### config.mk
export PLATFORM = sky130hd
export DESIGN_NAME = mft_ctrl
export DESIGN_NICKNAME = d
export VERILOG_FILES = /design/src/rtl/mft_pkg.sv /design/src/rtl/mft_ctrl.sv
export VERILOG_INCLUDE_DIRS = /design/src /design/src/rtl
export SDC_FILE = /design/constraint.sdc
export NUM_CORES = 1
export LEC_CHECK = 0
export ABC_CLOCK_PERIOD_IN_PS = 3200
export BUFFER_PORTS_ARGS = -buffer_cell sky130_fd_sc_hd__buf_4
export CAP_MARGIN = 40
export CORE_MARGIN = 5
export CORE_UTILIZATION = 45
export CTS_BUF_LIST = sky130_fd_sc_hd__clkbuf_8
export DETAILED_ROUTE_END_ITERATION = 8
export GPL_TIMING_DRIVEN = 0
export PLACE_DENSITY = 0.74
export SLEW_MARGIN = 20
export SYNTH_ARGS = -nofsm -noshare
export SYNTH_HDL_FRONTEND = slang
export SYNTH_SLANG_ARGS = --single-unit
### constraint.sdc
create_clock -name pclk -period 3.2 [get_ports pclk]
set_clock_uncertainty 0.15 [all_clocks]
set_input_delay 0.16 -clock pclk [delete_from_list [all_inputs] [get_ports pclk]]
set_output_delay 0.16 -clock pclk [all_outputs]
set_load 0.01 [all_outputs]
### src/rtl/mft_defs.svh
// Offsets, field positions, reset values and behaviour list of the timer.
// Behaviour
// - Capture B edge sets capture_b_flag, sticky.
// - Capture A edge sets capture_a_flag, sticky.
// - capture_irq_enable gates capture flags onto interrupt.
// - Match on active compare_value_b sets compare_b_flag.
// - Match on active compare_value_a sets compare_a_flag.
// - compare_irq_enable gates compare flags onto interrupt.
// - Counter wrap FFFF to 0000 sets wrap_flag.
// - wrap_irq_enable gates wrap flag onto interrupt.
// - Real-time counter wrap sets sticky mode bit 7.
// - capture_edge_select picks rising or falling capture edge.
// - event_clock_edge_select picks counted event clock edge.
// - prescale_select divides clock by two to field.
// - mode_select chooses software, PWM, capture, event mode.
// - Two capture inputs, compare output, event clock input.
// - Counter clears on reset, then counts upward.
// - Outside capture mode, counter alternates compare_value_a and b, restarting at zero.
// - Capture B loads compare_value_b, A loads capture register.
// - Capture mode match on A toggles output, counter runs.
`ifndef MFT_DEFS_SVH
`define MFT_DEFS_SVH

// ----------------------------------------------------------------------
// Register byte offsets
// ----------------------------------------------------------------------
`define MFT_OFF_FLAGS   8'h00
`define MFT_OFF_MODE    8'h04
`define MFT_OFF_CMPA    8'h08
`define MFT_OFF_CMPB    8'h0C
`define MFT_OFF_CAPT    8'h10
`define MFT_OFF_COUNT   8'h14

// ----------------------------------------------------------------------
// Field positions
// ----------------------------------------------------------------------
`define MFT_CPF_B       7
`define MFT_CPF_A       6
`define MFT_CPIE        5
`define MFT_CMF_B       4
`define MFT_CMF_A       3
`define MFT_CMIE        2
`define MFT_WRF         1
`define MFT_WRIE        0
`define MFT_FLAG_MASK   8'hDA
`define MFT_RTC_WRF     7
`define MFT_CAP_EDGE    6
`define MFT_EVT_EDGE    5
`define MFT_PS_HI       4
`define MFT_PS_LO       2
`define MFT_MODE_HI     1
`define MFT_MODE_LO     0
`define MFT_MODE_FLAGS  8'h80

// ----------------------------------------------------------------------
// Reset values
// ----------------------------------------------------------------------
`define MFT_RST_FLAGS   8'h00
`define MFT_RST_MODE    8'h00
`define MFT_RST_CMP     16'h0000
`define MFT_RST_COUNT   16'h0000
`define MFT_COUNT_MAX   16'hFFFF

`endif

### src/rtl/mft_pkg.sv
// Types shared by the multi-function timer.
package mft_pkg;

  typedef enum logic [1:0] {
    MFT_MODE_SOFT  = 2'h0,
    MFT_MODE_PWM   = 2'h1,
    MFT_MODE_CAPT  = 2'h2,
    MFT_MODE_EVENT = 2'h3
  } mft_mode_t;

  typedef enum logic {
    MFT_SEL_A = 1'h0,
    MFT_SEL_B = 1'h1
  } mft_sel_t;

endpackage

### src/rtl/mft_ctrl.sv
// Multi-function timer control and status with an APB register slave.
//
// Decided for this implementation: the APB register port and the placing of the registers.
`timescale 1ns/10ps
`include "mft_defs.svh"

module mft_ctrl #(
  parameter int CW = 16,
  parameter int AW = 8
) (
  input  wire logic          pclk,
  input  wire logic          presetn,
  input  wire logic          ce,
  input  wire logic          psel,
  input  wire logic          penable,
  input  wire logic          pwrite,
  input  wire logic [AW-1:0] paddr,
  input  wire logic [31:0]   pwdata,
  output      logic [31:0]   prdata,
  output      logic          pready,
  output      logic          pslverr,
  input  wire logic          capture_a_in,
  input  wire logic          capture_b_in,
  input  wire logic          event_clk_in,
  input  wire logic          realtime_counter_wrap,
  output      logic          compare_out,
  output      logic          timer_irq,
  output      mft_pkg::mft_sel_t active_sel
);
  import mft_pkg::*;

  // --------------------------------------------------------------------
  // State
  // --------------------------------------------------------------------
  logic [7:0]    flags_enables;
  logic [7:0]    mode_prescale;
  logic [CW-1:0] compare_value_a;
  logic [CW-1:0] compare_value_b;
  logic [CW-1:0] capture_value;
  logic [CW-1:0] count;
  logic [6:0]    presc_cnt;
  logic          cap_a_prev;
  logic          cap_b_prev;
  logic          evt_prev;

  logic [7:0]    next_flags_enables;
  logic [7:0]    next_mode_prescale;
  logic [7:0]    flag_set;
  logic [6:0]    presc_mask;
  logic [31:0]   rd_word;
  logic          rd_hit;
  mft_mode_t     mode;
  logic          wr_acc;
  logic          presc_hit;
  logic          evt_edge;
  logic          tick;
  logic          cap_a_evt;
  logic          cap_b_evt;
  logic          match_a;
  logic          match_b;
  logic          restart;
  logic          wrap_evt;

  // --------------------------------------------------------------------
  // Event detection
  // --------------------------------------------------------------------
  assign mode   = mft_mode_t'(mode_prescale[`MFT_MODE_HI:`MFT_MODE_LO]);
  assign wr_acc = ce && psel && penable && pready && pwrite;

  always_ff @(posedge pclk or negedge presetn) begin
    if (!presetn) begin
      cap_a_prev <= 1'b0;
      cap_b_prev <= 1'b0;
      evt_prev   <= 1'b0;
    end else if (ce) begin
      cap_a_prev <= capture_a_in;
      cap_b_prev <= capture_b_in;
      evt_prev   <= event_clk_in;
    end
  end

  // Both capture pins share one edge polarity.
  always_comb begin
    if (mode_prescale[`MFT_CAP_EDGE]) begin
      cap_a_evt = capture_a_in && !cap_a_prev;
      cap_b_evt = capture_b_in && !cap_b_prev;
    end else begin
      cap_a_evt = !capture_a_in && cap_a_prev;
      cap_b_evt = !capture_b_in && cap_b_prev;
    end
    cap_a_evt = cap_a_evt && ce && (mode == MFT_MODE_CAPT);
    cap_b_evt = cap_b_evt && ce && (mode == MFT_MODE_CAPT);
  end

  assign evt_edge = mode_prescale[`MFT_EVT_EDGE] ?
                    (event_clk_in && !evt_prev) :
                    (!event_clk_in && evt_prev);

  // --------------------------------------------------------------------
  // Prescaler and counter
  // --------------------------------------------------------------------
  // A free-running divider keeps the tick rate exact when the field
  // changes, at the cost of one short first period after the change.
  assign presc_mask = 7'((8'h01 << mode_prescale[`MFT_PS_HI:`MFT_PS_LO]) -
                         8'h01);
  assign presc_hit  = ((presc_cnt & presc_mask) == presc_mask);
  assign tick       = ce && ((mode == MFT_MODE_EVENT) ? evt_edge
                                                      : presc_hit);

  always_ff @(posedge pclk or negedge presetn) begin
    if (!presetn) begin
      presc_cnt <= 7'h00;
    end else if (ce) begin
      presc_cnt <= presc_cnt + 7'h01;
    end
  end

  assign match_a  = tick && (count == compare_value_a) &&
                    ((mode == MFT_MODE_CAPT) || (active_sel == MFT_SEL_A));
  assign match_b  = tick && (count == compare_value_b) &&
                    (mode != MFT_MODE_CAPT) && (active_sel == MFT_SEL_B);
  assign restart  = (match_a || match_b) && (mode != MFT_MODE_CAPT);
  assign wrap_evt = tick && !restart && (count == `MFT_COUNT_MAX);

  always_ff @(posedge pclk or negedge presetn) begin
    if (!presetn) begin
      count <= `MFT_RST_COUNT;
    end else if (restart) begin
      count <= `MFT_RST_COUNT;
    end else if (tick) begin
      count <= count + 16'h0001;
    end
  end

  always_ff @(posedge pclk or negedge presetn) begin
    if (!presetn) begin
      active_sel <= MFT_SEL_A;
    end else if (restart) begin
      case (active_sel)
        MFT_SEL_A: active_sel <= MFT_SEL_B;
        MFT_SEL_B: active_sel <= MFT_SEL_A;
        default:   active_sel <= MFT_SEL_A;
      endcase
    end
  end

  // Software and event modes keep the pin still.
  always_ff @(posedge pclk or negedge presetn) begin
    if (!presetn) begin
      compare_out <= 1'b0;
    end else if ((mode == MFT_MODE_PWM) && restart) begin
      compare_out <= !compare_out;
    end else if ((mode == MFT_MODE_CAPT) && match_a) begin
      compare_out <= !compare_out;
    end
  end

  // --------------------------------------------------------------------
  // Registers
  // --------------------------------------------------------------------
  always_comb begin
    flag_set = 8'h00;
    flag_set[`MFT_CPF_B] = cap_b_evt;
    flag_set[`MFT_CPF_A] = cap_a_evt;
    flag_set[`MFT_CMF_B] = match_b;
    flag_set[`MFT_CMF_A] = match_a;
    flag_set[`MFT_WRF]   = wrap_evt;
  end

  // A written one keeps a flag, a written zero clears it; a set in the
  // same cycle wins over the clear.
  always_comb begin
    next_flags_enables = flags_enables;
    next_mode_prescale = mode_prescale;
    if (wr_acc && (paddr == `MFT_OFF_FLAGS)) begin
      next_flags_enables = (pwdata[7:0] & ~`MFT_FLAG_MASK) |
                           (flags_enables & pwdata[7:0] &
                            `MFT_FLAG_MASK);
    end
    if (wr_acc && (paddr == `MFT_OFF_MODE)) begin
      next_mode_prescale = (pwdata[7:0] & ~`MFT_MODE_FLAGS) |
                           (mode_prescale & pwdata[7:0] &
                            `MFT_MODE_FLAGS);
    end
  end

  always_ff @(posedge pclk or negedge presetn) begin
    if (!presetn) begin
      flags_enables <= `MFT_RST_FLAGS;
      mode_prescale <= `MFT_RST_MODE;
    end else if (ce) begin
      flags_enables <= next_flags_enables | flag_set;
      mode_prescale <= next_mode_prescale |
                       {realtime_counter_wrap, 7'h00};
    end
  end

  always_ff @(posedge pclk or negedge presetn) begin
    if (!presetn) begin
      compare_value_a <= `MFT_RST_CMP;
      compare_value_b <= `MFT_RST_CMP;
      capture_value   <= `MFT_RST_CMP;
    end else begin
      if (wr_acc && (paddr == `MFT_OFF_CMPA)) begin
        compare_value_a <= pwdata[CW-1:0];
      end
      // A capture wins over a software write in the same cycle.
      if (cap_b_evt) begin
        compare_value_b <= count;
      end else if (wr_acc && (paddr == `MFT_OFF_CMPB)) begin
        compare_value_b <= pwdata[CW-1:0];
      end
      if (cap_a_evt) begin
        capture_value <= count;
      end
    end
  end

  always_ff @(posedge pclk or negedge presetn) begin
    if (!presetn) begin
      timer_irq <= 1'b0;
    end else if (ce) begin
      timer_irq <= (flags_enables[`MFT_CPIE] &&
                    (flags_enables[`MFT_CPF_A] ||
                     flags_enables[`MFT_CPF_B])) ||
                   (flags_enables[`MFT_CMIE] &&
                    (flags_enables[`MFT_CMF_A] ||
                     flags_enables[`MFT_CMF_B])) ||
                   (flags_enables[`MFT_WRIE] &&
                    flags_enables[`MFT_WRF]);
    end
  end

  // --------------------------------------------------------------------
  // APB slave
  // --------------------------------------------------------------------
  always_comb begin
    rd_word = 32'h0000_0000;
    rd_hit  = 1'b1;
    case (paddr)
      `MFT_OFF_FLAGS: rd_word[7:0]    = flags_enables;
      `MFT_OFF_MODE:  rd_word[7:0]    = mode_prescale;
      `MFT_OFF_CMPA:  rd_word[CW-1:0] = compare_value_a;
      `MFT_OFF_CMPB:  rd_word[CW-1:0] = compare_value_b;
      `MFT_OFF_CAPT:  rd_word[CW-1:0] = capture_value;
      `MFT_OFF_COUNT: rd_word[CW-1:0] = count;
      default:        rd_hit          = 1'b0;
    endcase
  end

  // Read data is taken in the setup cycle, so it is one cycle old by
  // the completing edge; with ce high the answer comes after one wait-free
  // access cycle.
  always_ff @(posedge pclk or negedge presetn) begin
    if (!presetn) begin
      pready  <= 1'b0;
      pslverr <= 1'b0;
      prdata  <= 32'h0000_0000;
    end else if (ce) begin
      pready  <= psel && !penable;
      pslverr <= psel && !penable && !rd_hit;
      if (psel && !penable && !pwrite) begin
        prdata <= rd_word;
      end
    end
  end
endmodule

* Word level (Yosys, flattened, before mapping)
Cells that the tools add are included.
** Word-level totals
- Register bits after elaboration :: 111
- Input bits :: 50
- Output and inout port bits :: 37
- Logic and storage cells :: 115
** Cells by class
- Add/sub/neg operators :: 3
- Equal/unequal tests :: 13
- Shifts and indexed selects :: 1
- Mux-type cells :: 16
- Bitwise operators :: 8
- Reduce and logical (&&, ||, !) cells :: 58
** Operators by type and width (number)
- $mux W16 :: 4
- $pmux W8 S6 :: 1
- $logic_and A1 B1 Y1 :: 35
- $eq A16 B16 Y1 :: 2
- $pmux W8 S4 :: 1
- $add A16 B1 Y16 const B :: 1
- $and A8 B8 Y8 :: 2
- $eq A16 B16 Y1 const B :: 1
- $eq A8 B4 Y1 const B :: 2
- $eq A8 B5 Y1 const B :: 2
- $mux W8 :: 2
- $or A8 B8 Y8 :: 2
- $logic_not A1 Y1 :: 11
- $eq A8 B3 Y1 const B :: 1
- $logic_not A8 Y1 :: 1
- $or A6 B8 Y8 :: 1
- $or A7 B8 Y8 :: 1
- $add A7 B1 Y7 const B :: 1
- $and A7 B7 Y7 :: 1
- $eq A7 B7 Y1 :: 1
- $mux W1 :: 7
- $shl A1 B3 Y7 const A :: 1
- $sub A7 B1 Y7 const B :: 1
- $logic_or A1 B1 Y1 :: 6
- other kinds (8) :: 11

* Depth between registers and ports, before layout
- Depth in word-level cells :: 15
- Mapped depth :: 8
- Gate-level depth less buffers :: 6

* Worst setup path after synthesis
No wires, ideal clock.
- Path type :: reg-to-reg
- Start :: register count[7]
- End :: register count[5]
- Setup time :: 0.119 ns
- Data arrival time :: 1.988 ns
- Data required time :: 2.931 ns
- Setup slack :: 0.943 ns
- Cell stages (with the launch flop) :: 9
- Buffers on the path :: 2
- Clock period less this slack :: 2.257 ns
- Cells stage by stage :: dfrtp_1 > buf_6 > xor2_1 > or3_4 > nor4_4 > nand4b_2 > a211oi_4 > buf_6 > nor2_1
** Between the ends
- Word-level cells in the longest chain between the ends :: 7
- Elaborated cells between the ends (all ways) :: 11
- Those cells by class :: eq/ne: 2; mux: 1; reduce/logical: 8
** Ends and longest elaborated chain
- start, declared :: RTL line mft_ctrl.sv:40 : logic [CW-1:0] count;
- start signal, assigned :: RTL line mft_ctrl.sv:127 : count <= `MFT_RST_COUNT;
- start signal, assigned :: RTL line mft_ctrl.sv:129 : count <= `MFT_RST_COUNT;
- start signal, assigned :: RTL line mft_ctrl.sv:131 : count <= count + 16'h0001;
- $eq A16 B16 Y1 :: RTL line mft_ctrl.sv:120 : assign match_b = tick && (count == compare_value_b) &&
- $logic_and A1 B1 Y1 (2 in series) :: RTL line mft_ctrl.sv:120
- $logic_and A1 B1 Y1 :: RTL line mft_ctrl.sv:121 : (mode != MFT_MODE_CAPT) && (active_sel == MFT_SEL_B);
- $logic_or A1 B1 Y1 (*) :: RTL line mft_ctrl.sv:122 : assign restart = (match_a || match_b) && (mode != MFT_MODE_CAPT);
- $logic_and A1 B1 Y1 (*) :: RTL line mft_ctrl.sv:122
- $mux W16 / $reduce_bool A2 Y1 (equally long branches)
Every way passes the cells marked *; elsewhere a longest branch is shown, timed or not.
A chain may end at the register's enable or synchronous reset.

* Final worst setup path
- Start :: register count[5]
- End :: register count[2]
Same word-level chain as after synthesis.

==> impl_metrics.json <==
{
  "run_status": "complete, no violations",
  "postSynthAreaPerCell_sq_um": 10.8,
  "layout-drive-gt1-share": 0.262,
  "synthesis.area_sq_um": 5880,
  "grt_pass1_vias": 4595,
  "dpl_worst_slack_ns": 0.448,
  "layout.nets": 700,
  "pins_over_slew_limit": 0,
  "drc_marker_count_from_the_first_detailed_route_iteration": 336,
  "grt_max_degree": 66,
  "gp_routability_congestion": 0.893,
  "total_of_flip_flops_plus_latches_after_synthesis": 111,
  "max_freq_ghz": 0.360,
  "setup.worst_path.start_class": "flop",
  "synthesis.instances": 542,
  "report.final.hold_viol_count": 0,
  "synthDistinctLibCells": 65,
  "setup_viol": 0,
  "finalWirelength_microns": 15000,
  "clk_root_buffer_cell": "sky130_fd_sc_hd__clkbuf_8",
  "cp-end-kind": "flop",
  "tritoncts": "yes",
  "critPathArrivalTime_ns": 2.90,
  "die-height_microns": 124,
  "drtAntennaViolNets": 0,
  "die-area_sq_um": 15400,
  "asyncSetResetFlopFracSynth": 1.00,
  "standard_cell_core_area_sq_um": 12700,
  "cts.path.max_buffers": 2,
  "die_x_microns": 124,
  "port-buffer-count": 54,
  "via_count": 4638,
  "setup_ws_ns": 0.426,
  "p_leak_nw": 3.12,
  "overflow": 0,
  "layout-area-overhead-vs-synth_pct": 19.2,
  "max-cap-violations": 0,
  "antenna_cells_inserted": 0,
  "fin_crit_sh": 0.867,
  "timing_worst_setup_path_type": "reg2reg",
  "floorplan.initialDensity": 0.462,
  "final.min_clock_period_ns": 2.77,
  "routed_wl_per_cell_microns": 18.2,
  "synth_enable_flop_cells": 0,
  "timing.setup.tns_ns": 0,
  "drcViolationCount": 0,
  "pwr_density_cell_nw_per_um2": 439,
  "post_cts_resized": 0,
  "cts_num_sinks": 111,
  "gr-usage-all-layers": 0.194,
  "dominant_synthesized_flop_cell": "sky130_fd_sc_hd__dfrtp_1",
  "vias_per_cell": 5.63,
  "worstPathMaxFanout": 10,
  "max_slew.worst_pin.slew_ns": 0.739,
  "max-slew-margin-rel": 0.504,
  "rsz0062_at_grt": "no",
  "irDropWorstVdd_mv": 0.305,
  "cp.required_ns": 3.33,
  "hpwl_microns": 11200,
  "grt_pass1_wl_microns": 24500,
  "total_clock_buffers_created_by_cts": 9,
  "yosysWarnings": 0,
  "site_rows": 41,
  "h_tree_level_count": 3,
  "clkLatencyLatePin_ns": 0.39,
  "hp-class": "in2reg",
  "worst_setup_hold_path_clk_slew_ns": 0.11,
  "synth_seq_area_share": 0.473,
  "detail_route.first_pass.iterations": 5,
  "floorplan.io_pins": 87,
  "antenna_found_initial": 0
}
==> Yosys cell counts, types with 5 or more instances <==
library cell / number / share of area
sky130_fd_sc_hd__a221oi_1: 8 / 0.012
sky130_fd_sc_hd__mux2_2: 46 / 0.088
sky130_fd_sc_hd__nand4_1: 14 / 0.015
sky130_fd_sc_hd__a31oi_1: 9 / 0.0096
sky130_fd_sc_hd__nor2_1: 37 / 0.024
sky130_fd_sc_hd__nand3_1: 8 / 0.0068
sky130_fd_sc_hd__nand2_1: 25 / 0.016
sky130_fd_sc_hd__inv_1: 5 / 0.0032
sky130_fd_sc_hd__a22o_1: 17 / 0.025
sky130_fd_sc_hd__nand3b_1: 5 / 0.0064
sky130_fd_sc_hd__o21ai_0: 14 / 0.012
sky130_fd_sc_hd__clkbuf_1: 23 / 0.015
sky130_fd_sc_hd__xnor2_1: 43 / 0.064
sky130_fd_sc_hd__or3_1: 6 / 0.0064
sky130_fd_sc_hd__mux2i_1: 16 / 0.027
sky130_fd_sc_hd__nor4_1: 7 / 0.0075
sky130_fd_sc_hd__dfrtp_1: 111 / 0.47
sky130_fd_sc_hd__a22oi_1: 24 / 0.031
sky130_fd_sc_hd__a21oi_1: 22 / 0.019
sky130_fd_sc_hd__buf_2: 7 / 0.0060
sky130_fd_sc_hd__buf_4: 23 / 0.029
==> report_power, final <==
part	total (mW)	internal [mW]	switching, mW	leakage [nW]
Sequential	1.60	1.51	0.0967	1.48
Clock	0.798	0.308	0.491	0.0895
Combinational	0.675	0.317	0.358	1.54
==> final cells by class <==
cell class              instances  area (sq um)
clock inverters                 5          38.8
flip-flops and latches        111          2780
fillers                      1121          5720
repair buffers                 80           682
well taps                     172           215
multi-input cells             385          2820
inverters                       5          18.8
plain buffers                  56           320
clock buffers                  10           138
==> placed cells by master (no fill, tap or decap), types with 4 or more instances in the layout <==
master                          Yosys  layout
sky130_fd_sc_hd__a21oi_1           22      22
sky130_fd_sc_hd__a221oi_1           8       8
sky130_fd_sc_hd__a22o_1            17      17
sky130_fd_sc_hd__a22oi_1           24      24
sky130_fd_sc_hd__a31oi_1            9       9
sky130_fd_sc_hd__and3_1             4       4
sky130_fd_sc_hd__buf_2              7       8
sky130_fd_sc_hd__buf_4             23      76
sky130_fd_sc_hd__clkbuf_1          23      23
sky130_fd_sc_hd__clkbuf_8           0      10
sky130_fd_sc_hd__conb_1             1      16
sky130_fd_sc_hd__dfrtp_1          111     111
sky130_fd_sc_hd__dlygate4sd3_1      0      24
sky130_fd_sc_hd__inv_1              5       5
sky130_fd_sc_hd__mux2_2            46      46
sky130_fd_sc_hd__mux2i_1           16      16
sky130_fd_sc_hd__nand2_1           25      25
sky130_fd_sc_hd__nand2b_1           4       4
sky130_fd_sc_hd__nand3_1            8       8
sky130_fd_sc_hd__nand3b_1           5       5
sky130_fd_sc_hd__nand4_1           14      14
sky130_fd_sc_hd__nor2_1            37      37
sky130_fd_sc_hd__nor2_2             4       4
sky130_fd_sc_hd__nor4_1             7       7
sky130_fd_sc_hd__o21ai_0           14      14
sky130_fd_sc_hd__o31ai_1            4       4
sky130_fd_sc_hd__or3_1              6       6
sky130_fd_sc_hd__xnor2_1           43      43
sky130_fd_sc_hd__xor2_1             4       4
==> through the flow <==
step / utilization / power [mW] / std cells / cell area (sq um) / hold slack [ns]
after floorplan: - / 2.04 / 557 / 5930 / -0.286
after global placement: 0.515 / 2.26 / 783 / 6550 / 0.247
final: 0.551 / 3.08 / 824 / 7010 / 0.0451
after detailed placement: 0.518 / 2.28 / 785 / 6590 / -0.0356
after CTS: 0.551 / 3.09 / 824 / 7010 / 0.0332
after global routing: 0.551 / 3.22 / 824 / 7010 / 0.0588
==> what timing repair did <==
action                    CTS  global route
buffers inserted            0             0
hold buffers               24             0
hold endpoints to repair  164             0
==> per-layer routing <==
layer,vias to the layer above,share of wire,track usage
met2,167,0.48,0.315
met3,23,0.070,0.0502
met1,2309,0.43,0.258
met4,0,0.020,0.0522
li1,2139,-,-
met5,-,0,0
==> cells by family after synthesis <==
kind of cell	Yosys count	synth area share
and+or+nand+nor	144	0.140
adders and majority gates	2	0.00426
DFF	111	0.473
xor gates and xnor gates	47	0.0701
AOI/OAI and AO/OA	114	0.139
other	1	0.000638
muxes	62	0.115
buffers and inverters	61	0.0577
==> critical path, stage by stage, from the launching register on <==
cell	delay [ns]
sky130_fd_sc_hd__dfrtp_1	0.33
sky130_fd_sc_hd__clkbuf_1	0.47
sky130_fd_sc_hd__xnor2_1	0.27
sky130_fd_sc_hd__nand4_1	0.20
sky130_fd_sc_hd__nor3_1	0.31
sky130_fd_sc_hd__nand2_1	0.18
sky130_fd_sc_hd__a211oi_4	0.49
sky130_fd_sc_hd__buf_6	0.21
sky130_fd_sc_hd__nor2_1	0.05
==> sequential cells by signal (all words and copies together), names as in the netlist <==
name and count:
flags_enables 8, cap_b_prev 1, presc_cnt 7, compare_value_b 16, timer_irq 1, pslverr 1
capture_value 16, mode_prescale 8, compare_value_a 16, count 16, pready 1, compare_out 1
cap_a_prev 1, active_sel 1, prdata 16, evt_prev 1
==> worst paths after layout <==
check | slack, ns | end | start | cells past startpoint
setup / recovery | 0.43 | count[2] | count[5] | 8
hold / removal | 0.05 | prdata[3] | pwrite | 4
setup reg to reg | 0.43 | count[2] | count[5] | 8
hold reg to reg | 0.33 | presc_cnt[6] | presc_cnt[6] | 1
max in group asynchronous | 2.13 | cap_b_prev | presetn | 3
min in group asynchronous | 0.10 | prdata[8] | presetn | 2
(Power assumes the default switching activity.)
